$ cat config.mk
export PLATFORM = sky130hd
export DESIGN_NAME = smi_status
export DESIGN_NICKNAME = d
export VERILOG_FILES = /design/src/pkg/smi_pkg.sv /design/src/hdl/smi_rise_detect.sv /design/src/hdl/smi_status.sv
export VERILOG_INCLUDE_DIRS = /design/src /design/src/pkg
export SDC_FILE = /design/constraint.sdc
export NUM_CORES = 1
export LEC_CHECK = 0
export BUFFER_PORTS_ARGS = -buffer_cell sky130_fd_sc_hd__buf_2
export CORE_ASPECT_RATIO = 0.6
export CORE_MARGIN = 2
export CORE_UTILIZATION = 35
export CTS_CLUSTER_SIZE = 25
export DETAILED_ROUTE_END_ITERATION = 8
export GPL_TIMING_DRIVEN = 0
export PLACE_DENSITY = 0.69
export SETUP_SLACK_MARGIN = 0.3
export SLEW_MARGIN = 10
export SYNTH_ARGS = -nofsm -noshare
export SYNTH_HDL_FRONTEND = slang
export SYNTH_SLANG_ARGS = --single-unit
export TNS_END_PERCENT = 50
$ cat constraint.sdc
create_clock -name core_clk -period 4.8 [get_ports core_clk]
set_clock_uncertainty 0.2 [all_clocks]
set_input_delay 0.72 -clock core_clk [delete_from_list [all_inputs] [get_ports core_clk]]
set_output_delay 0.72 -clock core_clk [all_outputs]
set_load 0.005 [all_outputs]
$ cat src/pkg/smi_defines.svh
`ifndef SMI_DEFINES_SVH
`define SMI_DEFINES_SVH

// State codes
`define SMI_CODE_IDLE    16'h0000
`define SMI_CODE_INIT    16'h8001
`define SMI_CODE_OPER    16'h8002
`define SMI_CODE_WAIT    16'h8003
`define SMI_CODE_SAFE    16'h8000
`define SMI_CODE_FAIL    16'hC000

// Error range prefix in the top two code bits
`define SMI_ERR_PREFIX   2'h3

// Status word layout
`define SMI_FUNC_COUNT   14
`define SMI_FUNC_BITS    13
`define SMI_BIT_ALIVE    17
`define SMI_BIT_SFR      18
`define SMI_BIT_ALLREQ   19
`define SMI_BIT_SDC      20
`define SMI_BIT_OPER     21
`define SMI_BIT_NOENC    22
`define SMI_BIT_NOFUNC   23

// Axis index meaning no axis
`define SMI_AXIS_NONE    16'hFFFF

`endif

$ cat src/pkg/smi_pkg.sv
package smi_pkg;

  typedef enum logic [2:0] {
    SMI_IDLE,
    SMI_INIT,
    SMI_OPER,
    SMI_WAIT,
    SMI_SAFE,
    SMI_FAIL
  } smi_state_t;

endpackage

$ cat src/hdl/smi_rise_detect.sv
`timescale 1ns/1ps

module smi_rise_detect (
  input  wire logic core_clk,
  input  wire logic reset_n,
  input  wire logic level_in,
  output logic      rise
);

  logic prev_reg;

  // Held high at reset so a level already high is not an edge
  always_ff @(posedge core_clk or negedge reset_n) begin
    if (!reset_n) begin
      prev_reg <= 1'b1;
    end else begin
      prev_reg <= level_in;
    end
  end

  assign rise = level_in & ~prev_reg;

endmodule

$ cat src/hdl/smi_status.sv
`timescale 1ns/1ps
`include "smi_defines.svh"

// Operation
// - Status word bits 0 to 12 carry the per-function active flags in fixed order; 13 to 16 read zero.
// - Status word bits 17 to 23 carry alive test, SFR, all reached, SDC, operational, no encoder and no functional fault.
// - Status word bits 0 to 12, 19 and 23 equal the matching individual status outputs in every cycle; the other used bits have no individual output.
// - The state code output shows the monitor's current state.
// - Nothing is active while the activation input is low; the controller raises it to activate.
// - Safe homing starts only on a rising edge of the homing request.
// - A reset edge clears the error and restarts the monitor only once the fault cause is gone.
// - The reference switch marks the position reference during safe homing.
// - The reported state is that of the monitor held in this block.
// - State codes are 0000 idle, 8001 init, 8002 operational, 8003 waiting, 8000 safe, C000 fail.
// - The error output is high for Cxxx codes and low for 0xxx and 8xxx codes.
// - The error state is left only after a rising edge of the reset input, or when the activation input is low.
module smi_status
  import smi_pkg::*;
(
  input  wire logic        core_clk,
  input  wire logic        reset_n,
  input  wire logic        activate,
  input  wire logic        torque_off_request_n,
  input  wire logic        brake_control_request_n,
  input  wire logic        standstill_request_n,
  input  wire logic        stop1_request_n,
  input  wire logic        stop2_request_n,
  input  wire logic        speed_limit1_request_n,
  input  wire logic        speed_limit2_request_n,
  input  wire logic        speed_limit3_request_n,
  input  wire logic        speed_limit4_request_n,
  input  wire logic        torque_off_alt_request_n,
  input  wire logic        dir_positive_request_n,
  input  wire logic        increment_limit_request_n,
  input  wire logic        dir_negative_request_n,
  input  wire logic        position_limit_request_n,
  input  wire logic        home_request,
  input  wire logic        home_switch_in,
  input  wire logic        fault_reset,
  input  wire logic [15:0] axis_index,
  input  wire logic        auto_start,
  input  wire logic [13:0] function_reached,
  input  wire logic        fault_cause,
  input  wire logic        encoder_error,
  input  wire logic        alive_test_set_in,
  input  wire logic        sfr_in,
  input  wire logic        decel_monitor_in,
  output logic             ready,
  output logic [13:0]      function_active,
  output logic             position_valid,
  output logic             homing_busy,
  output logic             all_requested_reached,
  output logic             no_functional_fault,
  output logic             axis_assigned,
  output logic             error_out,
  output logic [15:0]      state_code,
  output logic [31:0]      combined_status_word
);

  smi_state_t  state_reg;
  smi_state_t  state_next;
  logic        home_rise;
  logic        reset_rise;
  logic [13:0] request_vec;
  logic        any_request;
  logic        all_reached;
  logic        run_state;
  logic [13:0] active_next;
  logic [15:0] code_next;
  logic [31:0] word_next;
  logic        homing_next;
  logic        valid_next;
  logic        oper_next;

  smi_rise_detect u_home_edge (
    .core_clk (core_clk),
    .reset_n  (reset_n),
    .level_in (home_request),
    .rise     (home_rise)
  );

  smi_rise_detect u_reset_edge (
    .core_clk (core_clk),
    .reset_n  (reset_n),
    .level_in (fault_reset),
    .rise     (reset_rise)
  );

  // Low level means requested
  assign request_vec = ~{position_limit_request_n, dir_negative_request_n,
                         increment_limit_request_n, dir_positive_request_n,
                         torque_off_alt_request_n, speed_limit4_request_n,
                         speed_limit3_request_n, speed_limit2_request_n,
                         speed_limit1_request_n, stop2_request_n, stop1_request_n,
                         standstill_request_n, brake_control_request_n,
                         torque_off_request_n};
  assign any_request = |request_vec;
  assign all_reached = &(~request_vec | function_reached);
  assign run_state   = (state_reg == SMI_OPER) || (state_reg == SMI_WAIT) ||
                       (state_reg == SMI_SAFE);

  // Monitor state machine
  always_comb begin
    state_next = state_reg;
    if (!activate) begin
      state_next = SMI_IDLE;
    end else begin
      unique case (state_reg)
        SMI_IDLE: state_next = SMI_INIT;
        SMI_INIT: begin
          if (fault_cause) begin
            state_next = SMI_FAIL;
          end else if (auto_start || reset_rise) begin
            state_next = SMI_OPER;
          end
        end
        SMI_OPER, SMI_WAIT, SMI_SAFE: begin
          if (fault_cause) begin
            state_next = SMI_FAIL;
          end else if (!any_request) begin
            state_next = SMI_OPER;
          end else if (all_reached) begin
            state_next = SMI_SAFE;
          end else begin
            state_next = SMI_WAIT;
          end
        end
        SMI_FAIL: begin
          if (reset_rise && !fault_cause) begin
            state_next = SMI_OPER;
          end
        end
        default: state_next = SMI_IDLE;
      endcase
    end
  end

  // State code decode
  assign code_next = (state_next == SMI_INIT) ? `SMI_CODE_INIT :
                     (state_next == SMI_OPER) ? `SMI_CODE_OPER :
                     (state_next == SMI_WAIT) ? `SMI_CODE_WAIT :
                     (state_next == SMI_SAFE) ? `SMI_CODE_SAFE :
                     (state_next == SMI_FAIL) ? `SMI_CODE_FAIL :
                     `SMI_CODE_IDLE;

  assign oper_next = (state_next == SMI_OPER) || (state_next == SMI_WAIT) ||
                     (state_next == SMI_SAFE);

  // Per-function flags, zero unless running
  genvar gi;
  generate
    for (gi = 0; gi < `SMI_FUNC_COUNT; gi = gi + 1) begin : g_func
      assign active_next[gi] = oper_next & request_vec[gi] & function_reached[gi];
    end
  endgenerate

  // Homing: started by edge, completed by reference switch
  assign homing_next = activate && run_state && !fault_cause &&
                       ((homing_busy && !home_switch_in) ||
                        (!homing_busy && home_rise));
  assign valid_next  = activate && !encoder_error && (state_next != SMI_FAIL) &&
                       (position_valid || (homing_busy && home_switch_in));

  // Status word built from the same next values as the flags
  assign word_next = {8'h00,
                      activate & (state_next != SMI_FAIL) & (state_next != SMI_IDLE),
                      activate & ~encoder_error,
                      oper_next,
                      activate & decel_monitor_in,
                      state_next == SMI_SAFE,
                      activate & sfr_in,
                      activate & alive_test_set_in,
                      4'h0,
                      active_next[`SMI_FUNC_BITS-1:0]};

  always_ff @(posedge core_clk or negedge reset_n) begin
    if (!reset_n) begin
      state_reg <= SMI_IDLE;
    end else begin
      state_reg <= state_next;
    end
  end

  always_ff @(posedge core_clk or negedge reset_n) begin
    if (!reset_n) begin
      ready                 <= 1'b0;
      function_active       <= 14'h0000;
      position_valid        <= 1'b0;
      homing_busy           <= 1'b0;
      all_requested_reached <= 1'b0;
      no_functional_fault   <= 1'b0;
      axis_assigned         <= 1'b0;
      error_out             <= 1'b0;
      state_code            <= `SMI_CODE_IDLE;
      combined_status_word  <= 32'h00000000;
    end else begin
      ready                 <= activate;
      function_active       <= active_next;
      position_valid        <= valid_next;
      homing_busy           <= homing_next;
      all_requested_reached <= word_next[`SMI_BIT_ALLREQ];
      no_functional_fault   <= word_next[`SMI_BIT_NOFUNC];
      axis_assigned         <= activate & (axis_index != `SMI_AXIS_NONE);
      error_out             <= code_next[15:14] == `SMI_ERR_PREFIX;
      state_code            <= code_next;
      combined_status_word  <= word_next;
    end
  end

  // Checks
  a_word_flags: assert property (@(posedge core_clk) disable iff (!reset_n)
    combined_status_word[12:0] == function_active[12:0] &&
    combined_status_word[`SMI_BIT_ALLREQ] == all_requested_reached &&
    combined_status_word[`SMI_BIT_NOFUNC] == no_functional_fault)
    else $error("status word differs from flags");
  a_unused_bits: assert property (@(posedge core_clk) disable iff (!reset_n)
    combined_status_word[16:13] == 4'h0 && combined_status_word[31:24] == 8'h00)
    else $error("unused status bits set");
  a_inactive_zero: assert property (@(posedge core_clk) disable iff (!reset_n)
    !activate |=> combined_status_word == 32'h0 && state_code == `SMI_CODE_IDLE
    && !ready)
    else $error("outputs not zero while inactive");
  a_error_code: assert property (@(posedge core_clk) disable iff (!reset_n)
    error_out == (state_code == `SMI_CODE_FAIL))
    else $error("error output disagrees with code");
  a_fail_hold: assert property (@(posedge core_clk) disable iff (!reset_n)
    error_out && activate && !reset_rise |=> error_out)
    else $error("error left without reset edge");
  a_fail_release: assert property (@(posedge core_clk) disable iff (!reset_n)
    error_out && activate && reset_rise && !fault_cause |=> !error_out
    && combined_status_word[`SMI_BIT_OPER])
    else $error("reset edge did not restart monitor");
  a_fail_flags: assert property (@(posedge core_clk) disable iff (!reset_n)
    error_out |-> !combined_status_word[`SMI_BIT_NOFUNC]
    && !combined_status_word[`SMI_BIT_OPER])
    else $error("flags wrong in fail state");
  a_home_edge: assert property (@(posedge core_clk) disable iff (!reset_n)
    $rose(homing_busy) |-> $past(home_request) && !$past(home_request, 2))
    else $error("homing started without edge");
  a_home_switch: assert property (@(posedge core_clk) disable iff (!reset_n)
    homing_busy && home_switch_in && activate && !encoder_error && !fault_cause
    |=> position_valid && !homing_busy)
    else $error("reference switch not taken");
  a_state_mirror: assert property (@(posedge core_clk) disable iff (!reset_n)
    (state_reg == SMI_SAFE) == (state_code == `SMI_CODE_SAFE) &&
    (state_reg == SMI_WAIT) == (state_code == `SMI_CODE_WAIT))
    else $error("state code not mirroring state");

  c_safe: cover property (@(posedge core_clk) disable iff (!reset_n)
    state_code == `SMI_CODE_WAIT ##[1:20] state_code == `SMI_CODE_SAFE);
  c_fail_reset: cover property (@(posedge core_clk) disable iff (!reset_n)
    error_out ##[1:20] !error_out && ready);
  c_homing: cover property (@(posedge core_clk) disable iff (!reset_n)
    homing_busy ##[1:20] position_valid);

endmodule

==> results of run 1 <==
## per-stage QoR
stage                     cell area, um^2  utilization (%)  hold WS (ps)  cells
after floorplan                      1940                -           224    194
after global placement               2520             49.6           376    360
after detailed placement             2520             49.6           369    360
after CTS                            2600             51.3           334    368
after global routing                 2600             51.3           327    368
final                                2600             51.3           311    368
## cells in the final DEF, fill, tap and decap left out, drive strengths merged, types with 5 or more instances in the layout
cell type	n
nand2	5
buf	142
nand4	7
nor2b	5
a21oi	18
dfrtp	33
nand3b	14
nor2	6
clkbuf	7
conb	24
o22ai	7
and2	6
## kinds of logic after synthesis
| logic type | after synthesis | share of synthesized area [%] |
|---|---|---|
| AOI/OAI and AO/OA | 36 | 15.0 |
| buffers and inverters | 47 | 19.1 |
| DFF | 35 | 47.5 |
| other | 1 | 0.203 |
| and+or+nand+nor | 52 | 18.2 |
## power by group
| part | switching [mW] | leakage (nW) | internal (mW) |
|---|---|---|---|
| clock network | 0.103 | 0.0412 | 0.101 |
| logic | 0.112 | 0.929 | 0.109 |
| registers | 0.0125 | 0.461 | 0.321 |
## routing by layer
metal  routed length, um  vias up
li1                    -      799
met1                2160      716
met2                1990       66
met3                 338        0
met4                   0        0
met5                   0        -
## final cells by class
| type | count | share of cell area (%) |
|---|---|---|
| Sequential cell | 35 | 33.7 |
| Multi-Input combinational cell | 112 | 27.0 |
| Timing Repair Buffer | 100 | 19.2 |
| Buffer | 43 | 13.0 |
| Tap cell | 66 | 3.17 |
| Clock buffer | 6 | 2.79 |
| Inverter | 4 | 0.577 |
| Clock inverter | 2 | 0.481 |
## worst reg2reg max path, cell delays in order, from the launching register on
cell and delay (ps):
dfrtp_1 420, nand2_1 80, nand2_1 220, inv_2 200
clkbuf_1 410, nand3b_1 200, a21oi_4 130
## final timing paths
check	slack, ps	from	end	cells past startpoint
max	2750	activate	function_active[6]	6
min	310	reset_n	function_active[1]	1
max reg2reg	2880	state_reg[2]	function_active[6]	6
min reg2reg	380	position_valid	position_valid	2
max in group asynchronous	3590	reset_n	combined_status_word[23]	1
min in group core_clk	340	fault_reset	u_reset_edge.prev_reg	1
==> impl_summary.md, run 1 <==
Place
Once detailed placement completed, the half-perimeter wirelength came to 3600 um. The pre-CTS worst setup slack is 2430 ps. The global placer's final weighted congestion is 0.828.

Buffers placed on the I/O ports in this run total 100.

Clock tree
For this design, the CTS-stage hold fixing added 0 buffers. Buffers inserted during clock tree synthesis total 5. Gates resized during post-CTS repair numbered 0. The maximum clock insertion buffer count is 2. Clock-pin slew was measured on the worst setup and hold paths at 70 ps. Post-CTS timing repair inserted 0 buffers for setup. Counting every sink on the clock net gives 35. The H-tree depth is 2. The worst-skew pair later-pin latency is 280 ps.

The clock tree from TritonCTS is yes. The master cell of the clock root buffer is clkbuf_8.

Synthesis
Sorting the synthesized cells by area gives the leading types as dfrtp_1 (45%), buf_4 (16%), nand3b_1 (5.7%). Among all flip-flop cells after synthesis, the most frequent one is dfrtp_1. The Yosys step of the flow raised 0 warnings. Yosys mapped the design onto 33 distinct sky130hd cell types.

After synthesis the cells add up to 0.00185 mm^2. A synthesized cell averages 10.8 um^2. The synthesized design contains 0 enable-type register cells. Counting flops with an async set or reset pin after synthesis yields a share of 100%. The sequential element share of the synthesized area is 47.5%. The dominant cell type by area after synthesis is dfrtp_1.

The fraction of synthesized cell area taken by the top area cell type is 44.7%. The gate count of the mapped netlist is 171. By count the netlist is led by buf_4 (39), dfrtp_1 (33), nand3b_1 (14), a21oi_2 (9), a21oi_1 (8). In this run, synthesis produced a sequential element count of 35. buf_4 is the most common cell in the netlist.

Drt
The number of nets still failing antenna checks after routing is 0. After detailed routing, the number of remaining DRC violations is 0. Dividing the detail-routed via count by the number of cells gives 4.30.

In this run, the number of DRC markers left after iteration 0 of detailed routing was 63. The wire length per cell after detailed routing is 12.2 um. The via total after detailed routing is 1,581. The length of the first detailed-routing pass in iterations is 4. The sum of routed wire length over all layers is 4490 um.

GRT
The total global-route track usage is 15.2%. The number of antenna violations at the first check in global routing is 0. The via count of the first global-routing pass is 1,457.

Entering global routing, the biggest net connects 36 pins. The met1 track utilization from global routing is 21.4%. The fraction of met3 tracks used by global routing is 4.68%. Global routing finished with a remaining overflow of 0. In this run the most used layer during global routing was met2.

The first global-routing pass estimated 6960 um of wire. For met2 alone, demand over resource in global routing was 23.3%.

Layout
The fraction of final layout cells with drive strength greater than 1 is 55.3%. The number of flip-flops in the largest register is 14. The area growth from synthesis to layout is 40.8%.

The repair_antennas step left the layout with diodes totalling 0. After filler insertion, the fill cell instance count of the layout stands at 483. The most flop-heavy register is function_active.

In the final layout, the multi-input gates occupy 703 um^2. The final-stage net count is 357. The register area is 878 um^2. In the final layout, the registers with the most flip-flops are function_active x14, combined_status_word x7, state_code x4.

Power and ir drop
Power comes to 0.759 mW. The analysis attributes to cell leakage a power of 1.43 nW. The power per cell area is 291 mW/mm^2. VDD sags by at most 143 uV.

STA
The setup TNS is 0 ps. The final period utilization is 42.7%. The number of failing hold endpoints at the final stage is 0. At the pin with the least slew margin, the transition time is 777 ps.

The final number of setup-violating endpoints is 0. Derived from the worst setup path, the maximum achievable clock frequency is 488 MHz. The total count of max-transition violations in the final report is 0. Headroom to the max-slew limit came out at 48.2%.

Setup repair after global routing left no endpoint under its margin. The worst path in the final design needs a cycle of 2050 ps, including I/O delays and setup. The slack of the critical path is 2750 ps.

Critical path
The data arrival time of the critical path is 2070 ps. The delay of the slowest critical-path stage is 410 ps. The buffers plus inverters on the worst setup path is 3.

The kind of capture point of the worst setup path is a flop. The data required time of the critical path is 4820 ps. The dominant delay contributor by cell family on the critical path is buffers and inverters. The worst setup path is launched from an input port. The slowest cell on the critical path is clkbuf_1. The critical path is of the in -> reg type.

The highest net fanout along the worst path is 10. Traced cell by cell, the critical path runs through buf_2 > nand2_1 > inv_2 > clkbuf_1 > nand3b_1 > a21oi_4.

Die
In this run the count of I/O pins placed on the die edge is 125. The floorplan step set the die width to 97.8 um. The core area is 0.00508 mm^2. The area of the die is 0.00590 mm^2. The effective utilization at floorplan is 36.4%.

The row count is 20. The height of the die is 60.3 um.

Run
The max-cap violation count is 0.

Hold path
The path class of the lowest-slack min-delay path is in -> async.

Outcome
The run finished with clean final reports.
Note: power is estimated with default switching activity, not from simulation.
==> inputs of run 2 (changes only) <==
- PLACE_DENSITY: 0.69 -> 0.72
- clock period: 4.8 -> 1.7 ns (I/O delays scaled with it)
==> run 2 against run 1 <==
  * The run now ends with negative setup slack left
  * Combinational power rose to 4.0 times the previous value
  * Final cell count rose by 6.0%
  * Critical path depth rose by 1
  * Design area rose by 16%
  * Hold slack got worse by 280 ps
  * Largest cell class is now non-clock buffers
  * Power rose to 3.6 times the previous value
  * Register-to-register slack got worse by 3100 ps
  * Utilization rose by 8.3 points
  * Sequential power rose to 2.8 times the previous value
  * Flip-flop and latch count did not move
  * Routed wire length rose by 13%
==> impl_summary.md, run 2 (synthesized netlist as in run 1, its figures left out) <==
Critical path
The worst flop-to-flop path endpoint is function_active[9] (was function_active[6]). The depth of the worst register-to-register path was 7 (was 6). The data arrival time of the critical path is 1890 ps (was 2070 ps).

The kind of capture point of the worst setup path is a flop (unchanged). The critical path endpoint is function_active[9] (was function_active[6]). The type of the worst setup path was reg -> reg (was in -> reg). The beginning of the worst register-to-register path is state_reg[0] (was state_reg[2]). The critical path startpoint was state_reg[0] (was activate). The data required time of the critical path is 1690 ps (was 4820 ps). The highest net fanout along the worst path came to 6 (was 10). The type of origin of the critical path is a flop (was input port).

The setup slack on the worst flop-to-flop path was -200 ps (was 2880 ps).

Drt
The number of nets still failing antenna checks after routing is 0 (unchanged). The average via count per standard cell came to 4.32 (was 4.30). The DRC violations left is 0 (unchanged). The wire length per cell after detailed routing is 13.0 um (was 12.2 um). The number of DRC markers after the initial detailed-route iteration is 54 (was 63). The length of the first detailed-routing pass in iterations is 4 (unchanged). The sum of routed wire length over all layers is 5060 um (was 4490 um). The via total after detailed routing came to 1,684 (was 1,581).

Die
The area of the die is 0.00590 mm^2 (unchanged). The effective utilization at floorplan is 36.4% (unchanged). The count of pins on the block boundary is 125 (unchanged).

The core area is 0.00508 mm^2 (unchanged). The die width is 97.8 um (unchanged). The row count is 20 (unchanged). The height of the die is 60.3 um (unchanged).

Place
The global placer's final weighted congestion is 0.844 (was 0.828). The number of placed instances, taps included is 360 (unchanged). The post-DP HPWL is 3630 um (was 3600 um).

The count of input and output buffers is 100 (unchanged).

Layout
The most flop-heavy register was function_active (unchanged). The final-stage net count was 379 (was 357). The number of cells in the finished layout apart from fillers is 390 (was 368). The footprint of the multi-input gates is 801 um^2 (was 703 um^2).

The diode insertion count for antenna repair is 0 (unchanged). The register area was 878 um^2 (unchanged). The number of flip-flops in the largest register was 14 (unchanged). The fraction of final layout cells with drive strength greater than 1 came to 60.5% (was 55.3%). The most frequent standard cell in the layout excluding fill and tap cells is buf_2 (unchanged).

Leading cell types in the layout, fill and taps excluded: buf_2 (94), buf_4 (46), dfrtp_1 (33) (was buf_2 (100), buf_4 (39), dfrtp_1 (33)). The area growth from synthesis to layout is 63.7% (was 40.8%). The final cell utilization of the core was 59.6% (was 51.3%). Leading registers by flop count: function_active x14, combined_status_word x7, state_code x4 (unchanged). The number of inserted filler cells in the final layout is 453 (was 483).

GRT
The pin count of the biggest net entering global routing was 36 (unchanged). The number of antenna violations at the first check in global routing was 0 (unchanged). The global route total overflow is 0 (unchanged). The total global-route track usage is 15.6% (was 15.2%). The first-pass GRT wire length is 7070 um (was 6960 um).

The via count of the first global-routing pass is 1,471 (was 1,457).

Outcome
The checks that failed: negative setup slack. Status: finished with violations (was complete, no violations).

Power and ir drop
The clock network power share is 32.7% (was 27.0%). The net switching component of the power was 0.736 mW (was 0.227 mW). The logic gate share of total power was 32.5% (was 29.1%).

The share of power burned in registers came to 34.8% (was 44.0%). The switching fraction of total power was 27.2% (was 30.0%). The leakage power figure was 1.60 nW (was 1.43 nW). The internal power contribution is 1.97 mW (was 0.531 mW). The power per cell area is 895 mW/mm^2 (was 291 mW/mm^2). The maximum vdd ir drop is 334 uV (was 143 uV).

Clock tree
The maximum clock insertion buffer count is 2 (unchanged). The clock tree from TritonCTS is yes (unchanged). The number of buffers created by CTS was 5 (unchanged). The clock sink count is 35 (unchanged). The clock-pin transition on the worst setup and hold timing paths is 70 ps (about the same). The H-tree depth is 2 (unchanged). The worst-skew pair later-pin latency is 280 ps (about the same). The master cell of the clock root buffer is clkbuf_8 (unchanged).

STA
The total count of max-transition violations in the final report is 0 (unchanged). The maximum achievable frequency is 527 MHz. Unrepaired setup endpoints after global routing: yes (was no). The number of failing hold endpoints at the final stage is 0 (unchanged). The worst hold slack came to 25.9 ps (was 311 ps).

The final number of setup-violating endpoints was 20 (was 0). The worst slew margin relative to its limit came to 64.4% (was 48.2%). The clock period minus final worst setup slack is 1900 ps. The final period utilization is 112%. The slack of the critical path is -196 ps (was 2750 ps). The transition time at the pin with the least slew margin is 530 ps (was 777 ps).

Run
The max-cap violation count is 0 (unchanged).

Hold path
The path class of the lowest-slack min-delay path is in -> reg (was in -> async).
## run 2: worst min-delay path by stage
stage,from,end,cells after the start
final,function_reached[12],function_active[12],3
after global routing,function_reached[2],function_active[2],3
after CTS,function_reached[12],function_active[12],3
after detailed placement,home_request,u_home_edge.prev_reg,1
after global placement,fault_reset,u_reset_edge.prev_reg,1
after floorplan,reset_n,axis_assigned,0
## run 2: metrics by stage
step | area [um^2] | power, mW | TNS [ps] | worst slack, ps
after CTS | 2820 | 2.56 | -2050 | -131
after floorplan | 1940 | 1.34 | -314 | -38.2
final | 3030 | 2.71 | -2940 | -196
after detailed placement | 2520 | 1.58 | -2320 | -209
after global routing | 3030 | 2.85 | -4120 | -250
after global placement | 2520 | 1.57 | -2230 | -190
## run 2: power groups by stage
stage               Sequential [mW]  Combinational (mW)  Clock, mW
floorplan                     0.963               0.380          0
global placement              0.956               0.615          0
detailed placement            0.958               0.624          0
CTS                           0.940               0.716      0.907
global route                  0.952               0.945      0.952
finish                        0.942               0.881      0.886
## run 2: timing repair
item | 4_1_cts | 5_1_grt
hold buffers | 9 | 0
gates cloned | 0 | 1
resized for setup | 8 | 36
endpoints found under the hold margin | 41 | 0
pin swaps | 2 | 6
endpoints found under the setup margin | 25 | 65
setup buffers | 5 | 7
## run 2: critical path: stages, from the launching register on
cell and delay, ps:
dfrtp_1 410, and2b_2 260, a21oi_4 70, buf_12 130
nor3b_4 250, o211ai_4 140, buf_6 160, a21oi_1 180
## run 2: cell type report
| cell class | instances | area share, % |
|---|---|---|
| flip-flops and latches | 35 | 29.0 |
| multi-input cells | 112 | 26.4 |
| repair buffers | 122 | 25.2 |
| plain buffers | 43 | 11.7 |
| well taps | 66 | 2.73 |
| clock buffers | 6 | 2.40 |
| clock inverters | 2 | 1.98 |
| inverters | 4 | 0.496 |
## run 2: layer usage
metal | global-route usage [%] | up-vias | part of all wire (%)
li1 | - | 841 | -
met2 | 23.7 | 62 | 47
met1 | 22.0 | 777 | 45
met4 | 4.17 | 0 | 0.69
met5 | 0 | - | 0
met3 | 4.80 | 4 | 6.9
==> inputs of run 3 (changes only) <==
- CELL_PAD_IN_SITES_DETAIL_PLACEMENT: default -> 1
- CELL_PAD_IN_SITES_GLOBAL_PLACEMENT: default -> 1
- CORE_UTILIZATION: 35 -> 27
- PLACE_DENSITY: 0.72 -> default
- PLACE_DENSITY_LB_ADDON: default -> 0.1
==> run 3 against run 2 <==
  * The run ends with negative hold slack, negative setup slack left
  * Routed wire length grew 9.9%
  * Register-to-register slack gained 40 ps
  * Design area shrank 1.5%
  * Critical path depth is the same
  * First-iteration DRC count shrank 41%
  * Utilization shrank 15 points
  * Non-clock buffer count shrank 9
  * Worst setup slack gained 35 ps
  * Maximum frequency grew 1.9%
  * Power grew 9.1%
  * Sequential power grew 0.5%
  * Combinational power shrank 6.6%
  * Critical path type unchanged
==> impl_summary.md, run 3 (synthesized netlist as in run 1, its figures left out) <==
Outcome
Status: finished with violations (unchanged). Violated checks: negative hold slack, negative setup slack (was negative setup slack).

Power and ir drop
The maximum vdd ir drop is 496 uV (was 334 uV). The switching fraction of total power came to 26.4% (was 27.2%). The net switching component of the power is 0.780 mW (was 0.736 mW).

The share of power burned in registers is 32.0% (was 34.8%). The leakage power figure came to 1.56 nW (was 1.60 nW). The internal power contribution is 2.18 mW (was 1.97 mW).

The power per cell area is 991 mW/mm^2 (was 895 mW/mm^2). The post-layout total power is 2.96 mW (was 2.71 mW). The clock network power share is 40.1% (was 32.7%). The logic gate share of total power was 27.9% (was 32.5%).

Critical path
The type of origin of the critical path is a flop (unchanged). The kind of capture point of the worst setup path is a flop (unchanged). The type of the worst setup path is reg -> reg (unchanged). The data required time of the critical path came to 1700 ps (was 1690 ps). The data arrival time of the critical path is 1860 ps (was 1890 ps). The highest net fanout along the worst path is 6 (unchanged).

Layout
The number of flip-flops in the largest register came to 14 (unchanged). The number of inserted filler cells in the final layout is 796 (was 453). The fraction of final layout cells with drive strength greater than 1 is 61.0% (was 60.5%).

The footprint of the multi-input gates is 783 um^2 (was 801 um^2). The area growth from synthesis to layout is 61.2% (was 63.7%). The total non-filler cell area in the finished layout is 0.00298 mm^2 (was 0.00303 mm^2). The register area came to 880 um^2 (was 878 um^2). Leading registers by flop count: function_active x14, combined_status_word x7, state_code x4 (unchanged). The most frequent standard cell in the layout excluding fill and tap cells was buf_2 (unchanged). Leading cell types in the layout, fill and taps excluded: buf_2 (99), buf_4 (43), dfrtp_1 (32) (was buf_2 (94), buf_4 (46), dfrtp_1 (33)). The most flop-heavy register is function_active (unchanged). The diode insertion count for antenna repair is 0 (unchanged).

The final-stage net count is 370 (was 379).

Drt
The routed length on met3 is 301 um (was 351 um). The sum of routed wire length over all layers came to 5570 um (was 5060 um). The number of nets still failing antenna checks after routing was 0 (unchanged).

The DRC violations left is 0 (unchanged). The length of the first detailed-routing pass in iterations came to 4 (unchanged). The via total after detailed routing is 1,698 (was 1,684). The met2 layer wire length in the routed design is 2570 um (was 2400 um).

The number of DRC markers after the initial detailed-route iteration was 32 (was 54). The top layer used by detailed routing is met4 (unchanged). The wire length per cell after detailed routing is 13.8 um (was 13.0 um).

The met1 wire length was 2680 um (was 2280 um). The average via count per standard cell is 4.22 (was 4.32).

Clock tree
The number of buffers created by CTS is 5 (unchanged). The clock sink count is 35 (unchanged). The master cell of the clock root buffer is clkbuf_16 (was clkbuf_8).

The worst-skew pair later-pin latency is 270 ps (was 280 ps). The maximum clock insertion buffer count is 2 (unchanged). The clock tree from TritonCTS was yes (unchanged). The clock-pin transition on the worst setup and hold timing paths is 50 ps (was 70 ps). The H-tree depth is 2 (unchanged). The number of buffers inserted by hold repair at cts is 6 (was 9).

Die
The row count was 23 (was 20). The die width came to 111 um (was 97.8 um). The count of pins on the block boundary is 125 (unchanged).

The height of the die is 68.1 um (was 60.3 um). The core area is 0.00665 mm^2 (was 0.00508 mm^2). The effective utilization at floorplan was 27.8% (was 36.4%). The area of the die is 0.00755 mm^2 (was 0.00590 mm^2).

GRT
The total global-route track usage is 15.1% (was 15.6%). The global route total overflow was 0 (unchanged). The first-pass GRT wire length is 8660 um (was 7070 um). The number of antenna violations at the first check in global routing is 0 (unchanged).

The via count of the first global-routing pass is 1,691 (was 1,471). The pin count of the biggest net entering global routing is 36 (unchanged).

STA
The number of failing hold endpoints at the final stage was 33 (was 0). The slack of the critical path is -161 ps (was -196 ps). The clock period minus final worst setup slack is 1860 ps (was 1900 ps). Unrepaired setup endpoints after global routing: yes (unchanged). The worst hold slack came to -135 ps (was 25.9 ps). The final number of setup-violating endpoints came to 18 (was 20).

The maximum achievable frequency was 537 MHz (was 527 MHz). The worst slew margin relative to its limit is 47.0% (was 64.4%). The final period utilization is 109% (was 112%). The transition time at the pin with the least slew margin came to 795 ps (was 530 ps). The total count of max-transition violations in the final report came to 0 (unchanged).

Place
The total cell area at the placement stage was 0.00254 mm^2 (was 0.00252 mm^2). The count of input and output buffers was 100 (unchanged). The post-DP HPWL was 4330 um (was 3630 um).

The global placer's final weighted congestion is 0.767 (was 0.844).

Run
The max-cap violation count is 0 (unchanged).

Hold path
The path class of the lowest-slack min-delay path is in -> async (was in -> reg).
## run 3: stage by stage
stage	setup WS (ps)	std cells	TNS, ps	util, %
2_1_floorplan	-38.2	194	-314	-
3_3_place_gp	-255	381	-3780	38.3
3_5_place_dp	-267	381	-4030	38.3
4_1_cts	-167	401	-2610	44.3
5_1_grt	-220	402	-3810	44.9
6_report	-161	402	-2600	44.9
## run 3: routing by layer
metal / vias to the layer above / GRT usage (%)
met1: 823 / 20.6
met3: 2 / 4.16
li1: 824 / -
met4: 0 / 4.84
met5: - / 0
met2: 49 / 23.5
## run 3: worst max-delay path, cell delays in order (launching register included)
cell and delay (ps):
dfrtp_2 430, and2b_2 260, a21oi_4 50, o32a_1 340, o31a_1 120, buf_6 140, buf_12 140, a21oi_2 110
## run 3: layout make-up
type                            count  area share [%]
Buffer                             43            11.9
Clock buffer                        5            4.20
Clock inverter                      3            2.27
Inverter                            4           0.504
Multi-Input combinational cell    112            26.3
Sequential cell                    35            29.5
Tap cell                           87            3.65
Timing Repair Buffer              113            21.7
## run 3: worst paths after layout
check	from	end	slack (ps)	cells past startpoint
worst min-delay path	reset_n	function_active[2]	-140	1
min in group core_clk	decel_monitor_in	combined_status_word[20]	0	2
worst max register to register	state_reg[2]	function_active[1]	-160	7
max in group asynchronous	reset_n	state_reg[2]	890	1
worst max-delay path	state_reg[2]	function_active[1]	-160	7
worst min register to register	position_valid	position_valid	400	2
## run 3: power by group through the flow
| stage | logic (mW) | clock network [mW] | registers, mW |
|---|---|---|---|
| 2_1_floorplan | 0.380 | 0 | 0.963 |
| 3_3_place_gp | 0.633 | 0 | 0.959 |
| 3_5_place_dp | 0.636 | 0 | 0.959 |
| 4_1_cts | 0.804 | 1.22 | 0.946 |
| 5_1_grt | 0.896 | 1.27 | 0.957 |
| 6_report | 0.823 | 1.19 | 0.947 |
## run 3: repair_timing
item | in CTS | in global routing
gates cloned | 1 | 0
pin swaps | 4 | 4
endpoints found under the hold margin | 39 | 33
gates resized for setup | 24 | 8
endpoints found under the setup margin | 26 | 28
setup buffers | 5 | 1
